--- config.mk ---
export PLATFORM = sky130hd
export DESIGN_NAME = spfc_uart
export DESIGN_NICKNAME = d
export VERILOG_FILES = /design/src/rtl/spfc_pkg.sv /design/src/rtl/spfc_uart.sv
export SDC_FILE = /design/constraint.sdc
export NUM_CORES = 2
export LEC_CHECK = 0
export BUFFER_PORTS_ARGS = -buffer_cell sky130_fd_sc_hd__buf_2
export CAP_MARGIN = 20
export CORE_MARGIN = 2
export CORE_UTILIZATION = 45
export DETAILED_ROUTE_END_ITERATION = 8
export PLACE_DENSITY = 0.63
export SYNTH_ARGS = -nofsm -noshare
export SYNTH_HDL_FRONTEND = slang
export SYNTH_SLANG_ARGS = --single-unit
--- constraint.sdc ---
create_clock -name sys_clk -period 99.3 [get_ports sys_clk]
set_clock_uncertainty 0.1 [all_clocks]
set_input_delay 19.86 -clock sys_clk [delete_from_list [all_inputs] [get_ports sys_clk]]
set_output_delay 19.86 -clock sys_clk [all_outputs]
set_load 0.1 [all_outputs]
--- src/rtl/spfc_pkg.sv ---
// Purpose: shared constants for the serial port with flow control
// Assumes: 250 MHz sys_clk
// Notes:   register map of the software port
package spfc_pkg;

    // ------------------------------------------------------------------
    // clock and timing
    // ------------------------------------------------------------------
    localparam int unsigned CLK_HZ       = 250000000;
    localparam int unsigned MS_CYCLES    = CLK_HZ / 1000;
    localparam int unsigned DEF_BAUD_SEL = 5;

    // ------------------------------------------------------------------
    // register offsets
    // ------------------------------------------------------------------
    localparam logic [3:0] OFS_CTRL   = 4'h0;
    localparam logic [3:0] OFS_TXDATA = 4'h1;
    localparam logic [3:0] OFS_RXDATA = 4'h2;
    localparam logic [3:0] OFS_STATUS = 4'h3;
    localparam logic [3:0] OFS_IRQ_ST = 4'h4;
    localparam logic [3:0] OFS_IRQ_CL = 4'h5;
    localparam logic [3:0] OFS_IRQ_EN = 4'h6;
    localparam logic [3:0] OFS_WAIT   = 4'h7;
    localparam logic [3:0] OFS_XCHR   = 4'h8;
    localparam logic [3:0] OFS_APPLY  = 4'h9;

    // ------------------------------------------------------------------
    // control field positions
    // ------------------------------------------------------------------
    localparam int unsigned CTRL_BAUD_LSB = 0;
    localparam int unsigned CTRL_PAR_LSB  = 4;
    localparam int unsigned CTRL_STOP_BIT = 7;
    localparam int unsigned CTRL_FLOW_LSB = 8;
    localparam int unsigned CTRL_DIFF_BIT = 10;

    // ------------------------------------------------------------------
    // stored configuration defaults
    // ------------------------------------------------------------------
    localparam logic [15:0] DEF_WAIT_MS = 16'h0000;
    localparam logic [7:0]  DEF_XON     = 8'h11;
    localparam logic [7:0]  DEF_XOFF    = 8'h13;

    // ------------------------------------------------------------------
    // interrupt bits
    // ------------------------------------------------------------------
    localparam int unsigned IRQ_TX_DONE = 0;
    localparam int unsigned IRQ_RX_RDY  = 1;
    localparam int unsigned IRQ_TMO     = 2;
    localparam int unsigned IRQ_PAR_ERR = 3;
    localparam int unsigned IRQ_FRM_ERR = 4;
    localparam int unsigned IRQ_W       = 5;

    typedef enum logic [2:0] {
        SPFC_PAR_NONE,
        SPFC_PAR_EVEN,
        SPFC_PAR_ODD,
        SPFC_PAR_MARK,
        SPFC_PAR_SPACE
    } spfc_par_e;

    typedef enum logic [1:0] {
        SPFC_FLOW_NONE,
        SPFC_FLOW_RTS_SW,
        SPFC_FLOW_RTS_ON,
        SPFC_FLOW_XONXOFF
    } spfc_flow_e;

    // bit period in cycles for each selectable rate
    function automatic logic [19:0] spfc_div(input logic [3:0] sel);
        int unsigned b;
        case (sel)
            4'h0: b = 300;
            4'h1: b = 600;
            4'h2: b = 1200;
            4'h3: b = 2400;
            4'h4: b = 4800;
            4'h6: b = 19200;
            4'h7: b = 28400;
            4'h8: b = 57600;
            4'h9: b = 76800;
            4'hA: b = 115200;
            default: b = 9600;
        endcase
        return 20'((CLK_HZ + b / 2) / b);
    endfunction : spfc_div

endpackage : spfc_pkg

--- src/rtl/spfc_uart.sv ---
// Purpose: character serial port with hardware or software flow control
// Assumes: sys_clk 250 MHz, synchronous active high rst, sync inputs
// Notes:   8 data bits, lsb first; stored config set by apply
`timescale 1ns/1ps
module spfc_uart (
    // clock and reset
    input  wire logic        sys_clk,
    input  wire logic        rst,
    // controller run/stop: a high-to-low edge reloads the stored setup
    input  wire logic        run,
    // register port
    input  wire logic [3:0]  addr,
    input  wire logic [31:0] wdata,
    input  wire logic        wr,
    input  wire logic        rd,
    output logic      [31:0] rdata,
    // serial line
    input  wire logic        rxd,
    output logic             txd,
    output logic             rts_n,
    input  wire logic        cts_n,
    // interrupt
    output logic             irq
);

    // ------------------------------------------------------------------
    // configuration
    // ------------------------------------------------------------------
    logic [15:0] st_ctrl_q, rt_ctrl_q;
    logic [15:0] st_wait_q, rt_wait_q;
    logic [15:0] st_xchr_q, rt_xchr_q;
    logic        run_q;
    logic [3:0]  baud_sel;
    spfc_pkg::spfc_par_e  par_mode;
    spfc_pkg::spfc_flow_e flow;
    logic        two_stop;
    logic [19:0] bit_div;
    logic [7:0]  xon_chr, xoff_chr;

    localparam logic [15:0] DEF_CTRL = 16'(spfc_pkg::DEF_BAUD_SEL);

    always_ff @(posedge sys_clk) begin
        if (rst) begin
            st_ctrl_q <= DEF_CTRL;
            st_wait_q <= spfc_pkg::DEF_WAIT_MS;
            st_xchr_q <= {spfc_pkg::DEF_XOFF, spfc_pkg::DEF_XON};
            rt_ctrl_q <= DEF_CTRL;
            rt_wait_q <= spfc_pkg::DEF_WAIT_MS;
            rt_xchr_q <= {spfc_pkg::DEF_XOFF, spfc_pkg::DEF_XON};
            run_q     <= 1'b0;
        end else begin
            run_q <= run;
            if (run_q && !run) begin
                rt_ctrl_q <= st_ctrl_q;
                rt_wait_q <= st_wait_q;
                rt_xchr_q <= st_xchr_q;
            end else if (wr) begin
                // runtime writes override; apply makes them the stored setup
                unique case (addr)
                    spfc_pkg::OFS_CTRL:  rt_ctrl_q <= wdata[15:0];
                    spfc_pkg::OFS_WAIT:  rt_wait_q <= wdata[15:0];
                    spfc_pkg::OFS_XCHR:  rt_xchr_q <= wdata[15:0];
                    spfc_pkg::OFS_APPLY: begin
                        st_ctrl_q <= rt_ctrl_q;
                        st_wait_q <= rt_wait_q;
                        st_xchr_q <= rt_xchr_q;
                    end
                    default: ;
                endcase
            end
        end
    end

    assign baud_sel = rt_ctrl_q[spfc_pkg::CTRL_BAUD_LSB +: 4];
    assign bit_div  = spfc_pkg::spfc_div(baud_sel);
    assign two_stop = rt_ctrl_q[spfc_pkg::CTRL_STOP_BIT];
    assign xon_chr  = rt_xchr_q[7:0];
    assign xoff_chr = rt_xchr_q[15:8];

    always_comb begin
        par_mode = spfc_pkg::spfc_par_e'(rt_ctrl_q[spfc_pkg::CTRL_PAR_LSB +: 3]);
        if (rt_ctrl_q[spfc_pkg::CTRL_PAR_LSB +: 3] > 3'h4)
            par_mode = spfc_pkg::SPFC_PAR_NONE;
        flow = spfc_pkg::spfc_flow_e'(rt_ctrl_q[spfc_pkg::CTRL_FLOW_LSB +: 2]);
        if (rt_ctrl_q[spfc_pkg::CTRL_DIFF_BIT])
            flow = spfc_pkg::SPFC_FLOW_NONE;
    end

    function automatic logic par_bit(input logic [7:0] d, input spfc_pkg::spfc_par_e m);
        logic r;
        r = 1'b0;
        unique case (m)
            spfc_pkg::SPFC_PAR_EVEN:  r = ^d;
            spfc_pkg::SPFC_PAR_ODD:   r = ~^d;
            spfc_pkg::SPFC_PAR_MARK:  r = 1'b1;
            spfc_pkg::SPFC_PAR_SPACE: r = 1'b0;
            spfc_pkg::SPFC_PAR_NONE:  r = 1'b0;
        endcase
        return r;
    endfunction : par_bit

    // ------------------------------------------------------------------
    // receiver
    // ------------------------------------------------------------------
    typedef enum logic [2:0] {RX_IDLE, RX_START, RX_DATA, RX_PAR, RX_STOP} spfc_rx_e;
    spfc_rx_e    rx_st_q;
    logic [19:0] rx_cnt_q;
    logic [2:0]  rx_idx_q;
    logic [7:0]  rx_sh_q, rx_data_q;
    logic        rx_done_q, rx_perr_q, rx_ferr_q, rx_pbad_q;

    always_ff @(posedge sys_clk) begin
        if (rst) begin
            rx_st_q   <= RX_IDLE;
            rx_cnt_q  <= 20'h00000;
            rx_idx_q  <= 3'h0;
            rx_sh_q   <= 8'h00;
            rx_data_q <= 8'h00;
            rx_done_q <= 1'b0;
            rx_perr_q <= 1'b0;
            rx_ferr_q <= 1'b0;
            rx_pbad_q <= 1'b0;
        end else begin
            rx_done_q <= 1'b0;
            rx_perr_q <= 1'b0;
            rx_ferr_q <= 1'b0;
            if (rx_st_q != RX_IDLE && rx_cnt_q != 20'h00000)
                rx_cnt_q <= rx_cnt_q - 20'h00001;
            unique case (rx_st_q)
                RX_IDLE: if (!rxd) begin
                    rx_st_q  <= RX_START;
                    rx_cnt_q <= bit_div >> 1;
                end
                RX_START: if (rx_cnt_q == 20'h00000) begin
                    rx_st_q  <= rxd ? RX_IDLE : RX_DATA;
                    rx_cnt_q <= bit_div;
                    rx_idx_q <= 3'h0;
                end
                RX_DATA: if (rx_cnt_q == 20'h00000) begin
                    rx_sh_q  <= {rxd, rx_sh_q[7:1]};
                    rx_cnt_q <= bit_div;
                    rx_idx_q <= rx_idx_q + 3'h1;
                    if (rx_idx_q == 3'h7)
                        rx_st_q <= (par_mode == spfc_pkg::SPFC_PAR_NONE) ? RX_STOP : RX_PAR;
                end
                RX_PAR: if (rx_cnt_q == 20'h00000) begin
                    rx_pbad_q <= rxd != par_bit(rx_sh_q, par_mode);
                    rx_cnt_q  <= bit_div;
                    rx_st_q   <= RX_STOP;
                end
                RX_STOP: if (rx_cnt_q == 20'h00000) begin
                    rx_st_q   <= RX_IDLE;
                    rx_data_q <= rx_sh_q;
                    rx_done_q <= 1'b1;
                    rx_perr_q <= rx_pbad_q;
                    rx_ferr_q <= !rxd;
                    rx_pbad_q <= 1'b0;
                end
                default: rx_st_q <= RX_IDLE;
            endcase
        end
    end

    // xon/xoff tracking
    logic xoff_q;
    logic is_xoff, is_xon;
    assign is_xoff = rx_done_q && flow == spfc_pkg::SPFC_FLOW_XONXOFF && rx_sh_q == xoff_chr;
    assign is_xon  = rx_done_q && flow == spfc_pkg::SPFC_FLOW_XONXOFF && rx_sh_q == xon_chr;

    // ------------------------------------------------------------------
    // transmitter
    // ------------------------------------------------------------------
    typedef enum logic [2:0] {TX_IDLE, TX_WAIT, TX_START, TX_DATA, TX_PAR, TX_STOP} spfc_tx_e;
    spfc_tx_e    tx_st_q;
    logic [19:0] tx_cnt_q;
    logic [2:0]  tx_idx_q;
    logic [7:0]  tx_sh_q, tx_hold_q;
    logic        tx_full_q, stop2_q, tx_done_q, tmo_q;
    logic [15:0] ms_q;
    logic [17:0] ms_cyc_q;
    logic        clear, hw_flow;

    assign hw_flow = flow == spfc_pkg::SPFC_FLOW_RTS_SW || flow == spfc_pkg::SPFC_FLOW_RTS_ON;
    always_comb begin
        clear = 1'b1;
        if (hw_flow)
            clear = !cts_n;
        else if (flow == spfc_pkg::SPFC_FLOW_XONXOFF)
            clear = !xoff_q;
    end

    always_ff @(posedge sys_clk) begin
        if (rst) begin
            xoff_q <= 1'b0;
        end else if (is_xoff) begin
            xoff_q <= 1'b1;
        end else if (is_xon || flow != spfc_pkg::SPFC_FLOW_XONXOFF || tmo_q) begin
            xoff_q <= 1'b0;
        end
    end

    always_ff @(posedge sys_clk) begin
        if (rst) begin
            tx_st_q   <= TX_IDLE;
            tx_cnt_q  <= 20'h00000;
            tx_idx_q  <= 3'h0;
            tx_sh_q   <= 8'h00;
            tx_hold_q <= 8'h00;
            tx_full_q <= 1'b0;
            stop2_q   <= 1'b0;
            tx_done_q <= 1'b0;
            tmo_q     <= 1'b0;
            ms_q      <= 16'h0000;
            ms_cyc_q  <= 18'h00000;
            txd       <= 1'b1;
        end else begin
            tx_done_q <= 1'b0;
            tmo_q     <= 1'b0;
            if (wr && addr == spfc_pkg::OFS_TXDATA && !tx_full_q) begin
                tx_hold_q <= wdata[7:0];
                tx_full_q <= 1'b1;
            end
            if (tx_cnt_q != 20'h00000)
                tx_cnt_q <= tx_cnt_q - 20'h00001;
            unique case (tx_st_q)
                TX_IDLE: begin
                    txd <= 1'b1;
                    if (tx_full_q) begin
                        tx_st_q  <= TX_WAIT;
                        ms_q     <= 16'h0000;
                        ms_cyc_q <= 18'h00000;
                    end
                end
                TX_WAIT: begin
                    if (clear) begin
                        tx_st_q   <= TX_START;
                        tx_sh_q   <= tx_hold_q;
                        tx_full_q <= 1'b0;
                        tx_cnt_q  <= bit_div - 20'h00001;
                        txd       <= 1'b0;
                    end else if (ms_q >= rt_wait_q) begin
                        tx_st_q   <= TX_IDLE;
                        tx_full_q <= 1'b0;
                        tmo_q     <= 1'b1;
                    end else if (ms_cyc_q == 18'(spfc_pkg::MS_CYCLES - 1)) begin
                        ms_cyc_q <= 18'h00000;
                        ms_q     <= ms_q + 16'h0001;
                    end else begin
                        ms_cyc_q <= ms_cyc_q + 18'h00001;
                    end
                end
                TX_START: if (tx_cnt_q == 20'h00000) begin
                    tx_st_q  <= TX_DATA;
                    tx_idx_q <= 3'h0;
                    txd      <= tx_sh_q[0];
                    tx_cnt_q <= bit_div - 20'h00001;
                end
                TX_DATA: if (tx_cnt_q == 20'h00000) begin
                    tx_cnt_q <= bit_div - 20'h00001;
                    tx_idx_q <= tx_idx_q + 3'h1;
                    if (tx_idx_q == 3'h7) begin
                        stop2_q <= two_stop;
                        if (par_mode == spfc_pkg::SPFC_PAR_NONE) begin
                            tx_st_q <= TX_STOP;
                            txd     <= 1'b1;
                        end else begin
                            tx_st_q <= TX_PAR;
                            txd     <= par_bit(tx_sh_q, par_mode);
                        end
                    end else begin
                        txd <= tx_sh_q[tx_idx_q + 3'h1];
                    end
                end
                TX_PAR: if (tx_cnt_q == 20'h00000) begin
                    tx_st_q  <= TX_STOP;
                    txd      <= 1'b1;
                    tx_cnt_q <= bit_div - 20'h00001;
                end
                TX_STOP: if (tx_cnt_q == 20'h00000) begin
                    if (stop2_q) begin
                        stop2_q  <= 1'b0;
                        tx_cnt_q <= bit_div - 20'h00001;
                    end else begin
                        tx_st_q   <= TX_IDLE;
                        tx_done_q <= 1'b1;
                    end
                end
                default: tx_st_q <= TX_IDLE;
            endcase
        end
    end

    // ------------------------------------------------------------------
    // rts
    // ------------------------------------------------------------------
    always_ff @(posedge sys_clk) begin
        if (rst) begin
            rts_n <= 1'b1;
        end else if (flow == spfc_pkg::SPFC_FLOW_RTS_ON) begin
            rts_n <= 1'b0;
        end else if (flow == spfc_pkg::SPFC_FLOW_RTS_SW) begin
            rts_n <= !(tx_full_q || tx_st_q != TX_IDLE);
        end else begin
            rts_n <= 1'b1;
        end
    end

    // ------------------------------------------------------------------
    // interrupts and read back
    // ------------------------------------------------------------------
    logic [spfc_pkg::IRQ_W-1:0] irq_st_q, irq_en_q, ev;
    assign ev = {rx_ferr_q, rx_perr_q, tmo_q, rx_done_q, tx_done_q};

    always_ff @(posedge sys_clk) begin
        if (rst) begin
            irq_st_q <= '0;
            irq_en_q <= '0;
            irq      <= 1'b0;
        end else begin
            irq_st_q <= (irq_st_q & ~((wr && addr == spfc_pkg::OFS_IRQ_CL)
                        ? wdata[spfc_pkg::IRQ_W-1:0] : '0)) | ev;
            if (wr && addr == spfc_pkg::OFS_IRQ_EN)
                irq_en_q <= wdata[spfc_pkg::IRQ_W-1:0];
            irq <= |(irq_st_q & irq_en_q);
        end
    end

    always_ff @(posedge sys_clk) begin
        if (rst || !rd) begin
            rdata <= 32'h00000000;
        end else begin
            unique case (addr)
                spfc_pkg::OFS_CTRL:   rdata <= {16'h0000, rt_ctrl_q};
                spfc_pkg::OFS_TXDATA: rdata <= {24'h000000, tx_hold_q};
                spfc_pkg::OFS_RXDATA: rdata <= {24'h000000, rx_data_q};
                spfc_pkg::OFS_STATUS: rdata <= {27'h0000000, xoff_q, !cts_n,
                                               tx_st_q == TX_WAIT, tx_st_q != TX_IDLE,
                                               tx_full_q};
                spfc_pkg::OFS_IRQ_ST: rdata <= {27'h0000000, irq_st_q};
                spfc_pkg::OFS_IRQ_EN: rdata <= {27'h0000000, irq_en_q};
                spfc_pkg::OFS_WAIT:   rdata <= {16'h0000, rt_wait_q};
                spfc_pkg::OFS_XCHR:   rdata <= {16'h0000, rt_xchr_q};
                default:              rdata <= 32'h00000000;
            endcase
        end
    end

endmodule : spfc_uart

# After elaboration in Yosys (flattened, before gate mapping)
# Memory sizes are Yosys's and may differ from the RTL's. A register that Yosys moved wholly into a read port is not among the register bits.
# Cells that the tools add are included.
# totals
out_inout_bits	35
regBits	269
rom_bits	240
mem_count	1
wordCells	271
# classes
div	1
n_reduce_logical	70
add_sub_neg	8
mux	94
magnitude_cmp	3
n_eq_ne	50
bitwise	10
# memory_table
name	words	width	read_ports	rd_clocked_by_memory_dff	wr	line	text
(name not given)	16	15	1	1	0	spfc_pkg.sv:71	case (sel)
# op_table
operator	count
$mux W16	13
$mux W20	8
$pmux W16 S8	1
$mux W18	4
$mux W3	20
$pmux W20 S3	1
$sub A20 B1 Y20 const B	3
$logic_not A20 Y1	2
$pmux W20 S2	1
$reduce_bool A20 Y1	2
$ne A2 B2 Y1 const B	18
$pmux W18 S2	1
$add A28 B31 Y32 const A	1
$div A32 B32 Y32	1
$pmux W16 S2	1
$mux W1	29
$reduce_bool A2 Y1	10
$add A18 B1 Y18 const B	1
$eq A18 B18 Y1 const B	1
$eq A3 B2 Y1 const B	6
$eq A3 B3 Y1 const B	6
$pmux W3 S6	1
$add A16 B1 Y16 const B	1
$eq A4 B3 Y1 const B	4
other kinds (44)	100

# Depth between registers and ports, before layout
# logic_depth
word_depth	11
depth_mapped	429
depth_no_buf	395

# Worst setup path before layout
# No wires, ideal clock.
# synth_timing
kind	register -> register
from	register (tool-made name)
to	register tx_cnt_q[18]
setup_ps	91
synth_period_minus_slack_ps	83788
arrival_ps	83597
path_stages_with_launch	412
path_slack_ps	15512
n_path_buf	42
t_required_ps	99109
path_cell_list	dfxtp_1 inv_1 ha_1 inv_1 nor3_4 buf_2 nand2_1 nor2_1 ha_1 xnor2_1 and3_1 ha_1 o21ai_1 a2111o_1 nor4_1 a21o_1 ha_1 o211ai_1 [376 not listed] o21ai_0 nand2b_1 a21oi_1 nor2b_1 o21ai_0 nand2b_1 a21oi_1 nor2b_1 o21ai_0 a31oi_1 and2_1 buf_2 nor4b_4 ha_1 nand4_1 nor3_1 nand3_1 a311oi_1
# synth_lines
item	line	text
to (signal assigned)	spfc_uart.sv:224	tx_cnt_q <= tx_cnt_q - 20'h00001;
to (signal assigned)	spfc_uart.sv:239	tx_cnt_q <= bit_div - 20'h00001;
to (signal assigned)	spfc_uart.sv:256	tx_cnt_q <= bit_div - 20'h00001;
to (decl)	spfc_uart.sv:175	logic [19:0] tx_cnt_q;

==> results.sh <==
export IMPL_antenna_violating_nets_post_route=0
export IMPL_synth_xor_xnor_area_share_pct=6.14
export IMPL_gp_congestion=0.908
export IMPL_drt_initial_drc_count=2704
export IMPL_worstSetupPathType="reg2reg"
export IMPL_final_min_period_over_clock_period_pct=92.3
export IMPL_grt_ovfl_total=0
export IMPL_sink_count_of_the_clock_tree=268
export IMPL_cts_tree="built"
export IMPL_slew_headroom_pct=25.1
export IMPL_worst_skew_pair_late_latency_ns=0.58
export IMPL_final_net_count=4798
export IMPL_yosys_register_bits=268
export IMPL_cp_slowest_stage_delay_ns=0.79
export IMPL_synth_warnings=0
export IMPL_totalWireLength_um=96100
export IMPL_regToRegEndpoint="tx_cnt_q[16]"
export IMPL_synth_main_ff_cell="sky130_fd_sc_hd__dfxtp_1"
export IMPL_yosys_cell_count_top_type="sky130_fd_sc_hd__nand2_1"
export IMPL_cts_root_buf="sky130_fd_sc_hd__clkbuf_16"
export IMPL_hold_path_class="reg2reg"
export IMPL_grt_max_degree=103
export IMPL_slew_violations=0
export IMPL_worstRegToRegCells=382
export IMPL_design_portCount=78
export IMPL_via_count=32513
export IMPL_critical_path_top_cell_by_count="sky130_fd_sc_hd__o21a_1"
export IMPL_portion_of_synthesized_cell_area_occupied_by_the_leading_cell_type_pct=16.4
export IMPL_report_final_hold_viol_count=0
export IMPL_grt_antenna_before_repair=1
export IMPL_syn_mean_instance_area_um2=7.41
export IMPL_synth_mux_area_share_pct=5.37
export IMPL_grt_pass1_wl_um=158000
export IMPL_rsz0062_at_grt="no"
export IMPL_initial_standard_cell_utilization_of_the_core_pct=45.6
export IMPL_drive_above_1_share_pct=7.98
export IMPL_simple_gate_share_of_the_synthesized_area_pct=26.1
export IMPL_cell_types_occupying_the_most_area_after_synthesis="sky130_fd_sc_hd__dfxtp_1, sky130_fd_sc_hd__ha_1, sky130_fd_sc_hd__nand2_1, sky130_fd_sc_hd__nor2_1, sky130_fd_sc_hd__o21a_1"
export IMPL_synth_top_family_by_area="compound AO/OA/AOI/OAI gates"
export IMPL_max_clock_freq_ghz=0.0109
export IMPL_timing_max_cap_violations=0
export IMPL_gr_max_usage_layer="met2"
export IMPL_biggestRegsByFlops="rx_cnt_q (20), tx_cnt_q (20), ms_cyc_q (18)"
export IMPL_min_period_ns=91.61
export IMPL_synth_fa_ha_area_share_pct=14.5
export IMPL_clockBufferDepth=3
export IMPL_htree_levels=1
export IMPL_type_of_element_capturing_the_critical_path="flop"
export IMPL_drc_errors=0
export IMPL_drt_pass1_iter_count=6
export IMPL_grt_pass1_vias=29905
export IMPL_start_kind="flop"
export IMPL_outcome="finished, final reports clean"
export IMPL_global_route_usage_total_pct=25.0
export IMPL_netlist_top_cell_by_area="sky130_fd_sc_hd__dfxtp_1"
export IMPL_totalNegativeSetupSlack_ns=0
export IMPL_setup_viol=0
export IMPL_min_to="irq_st_q[4]"
export IMPL_detail_route_wl_per_cell_um=18.0
export IMPL_n_fill_cell=7251
export IMPL_synth_distinct_cells=121
export IMPL_ys_seq_area_share_pct=16.4
export IMPL_grt_util_met2_pct=39.9
export IMPL_synth_compound_area_share_pct=27.5
export IMPL_ys_top_cells_by_count="sky130_fd_sc_hd__nand2_1, sky130_fd_sc_hd__nor2_1, sky130_fd_sc_hd__ha_1"
export IMPL_hold_path_cell_count=2
export IMPL_coreArea_um2=71900
export IMPL_synth_edf_count=0
export IMPL_floorplan_die_width_um=274
export IMPL_die_area_um2=75100
export IMPL_r2r_slack_ns=7.69
export IMPL_die_h_um=274
export IMPL_syn_to_final_growth_pct=6.40
export IMPL_io_buffer_count=45
export IMPL_cp_data_required_time_ns=99.68
export IMPL_post_synth_instance_area_um2=32800
export IMPL_postSynth_asyncResetShare_pct=0
export IMPL_grtUsageMet3_pct=2.01
export IMPL_clk_pin_slew_worst_paths_ns=0.06
export IMPL_met1_usage_pct=37.1
export IMPL_cts_buffers_inserted=29
export IMPL_place_detailed_hpwl_um=71600
export IMPL_endpoint_arrival_time_on_the_critical_path_ns=91.98
export IMPL_worstMarginPinSlew_ns=1.11
export IMPL_critical_path_peak_fanout=38
export IMPL_netlist_instances=4428
export IMPL_min_delay_start="rx_ferr_q"
export IMPL_worst_path_slowest_cell="sky130_fd_sc_hd__or4_1"
export IMPL_detail_route_vias_per_cell=6.08
export IMPL_row_count=98
[critical path: cells and delay by family (launching register included)]
family	cells	cell delay (ns)
XOR/XNOR	2	0.34
multiplexers	5	1.46
AND/OR/NAND/NOR	95	21.27
AO/OA/AOI/OAI	233	53.11
flip-flops	1	0.46
buffers and inverters	17	4.70
adder cells (fa/ha/maj)	30	9.70
[area by class of cell]
| type | count | area (µm²) | area share, % |
|---|---|---|---|
| Antenna cell | 1 | 2.50 | 0.00717 |
| Clock buffer | 40 | 817 | 2.34 |
| Clock inverter | 11 | 104 | 0.298 |
| Inverter | 110 | 417 | 1.19 |
| Multi-Input combinational cell | 3865 | 26300 | 75.5 |
| Sequential cell | 268 | 5370 | 15.4 |
| Tap cell | 950 | 1190 | 3.41 |
| Timing Repair Buffer | 101 | 664 | 1.90 |
| Timing Repair inverter | 1 | 5.00 | 0.0143 |
[stage by stage]
stage               cell area (µm²)  setup slack [ns]  util, %  cells  hold WS (ns)
floorplan                     32900             15.51        -   4452         0.313
global placement              33800              6.50     47.1   5286         0.315
detailed placement            33800              5.59     47.1   5286         0.324
CTS                           34800              5.27     48.4   5337         0.338
global route                  34900           0.00707     48.6   5347         0.368
finish                        34900              7.69     48.6   5347         0.334
[how the worst max path moves through the flow]
| stage | slack, ns | to |
|---|---|---|
| CTS | 5.27 | tx_cnt_q[16] |
| global route | 0.007 | tx_cnt_q[18] |
| global placement | 6.50 | tx_cnt_q[18] |
| finish | 7.69 | tx_cnt_q[16] |
| detailed placement | 5.59 | tx_cnt_q[18] |
| floorplan | 15.51 | tx_cnt_q[18] |
[cell usage in the layout, fill, tap and decap left out, drive strengths merged, types with 53 or more instances in the layout]
cell type,synthesis,routed
o21a,189,189
dfxtp,268,268
nor3,251,251
a21o,63,63
ha,379,379
or3,53,53
xor2,94,94
a211oi,78,78
o31ai,122,122
o21ai,175,175
nor2,480,480
nand3,115,115
mux2,69,69
mux2i,89,89
buf,52,100
nand2b,56,56
xnor2,136,136
a21oi,283,283
nand2,499,499
inv,109,110
[cell families after synthesis]
group,Yosys count
xor gates and xnor gates,230
AOI/OAI and AO/OA,1287
other,2
adders and majority gates,381
muxes,162
DFF,268
buffers and inverters,319
and+or+nand+nor,1779
[timing repair]
action,4_1_cts,5_1_grt
gates resized for setup,0,15
endpoints found under the setup margin,0,19
hold buffers,0,0
setup buffers,0,6
[layer usage]
layer  vias to the layer above  routed length [µm]  share of wire, %
met2                       830               41600                43
met3                        92                4890               5.1
met5                         -                   0                 0
li1                      16384                   -                 -
met4                         0                1320               1.4
met1                     15207               48300                50
Power is left out: the tool's default activity adds up to more than one toggle a clock period on the data nets, which glitch-free logic cannot reach.
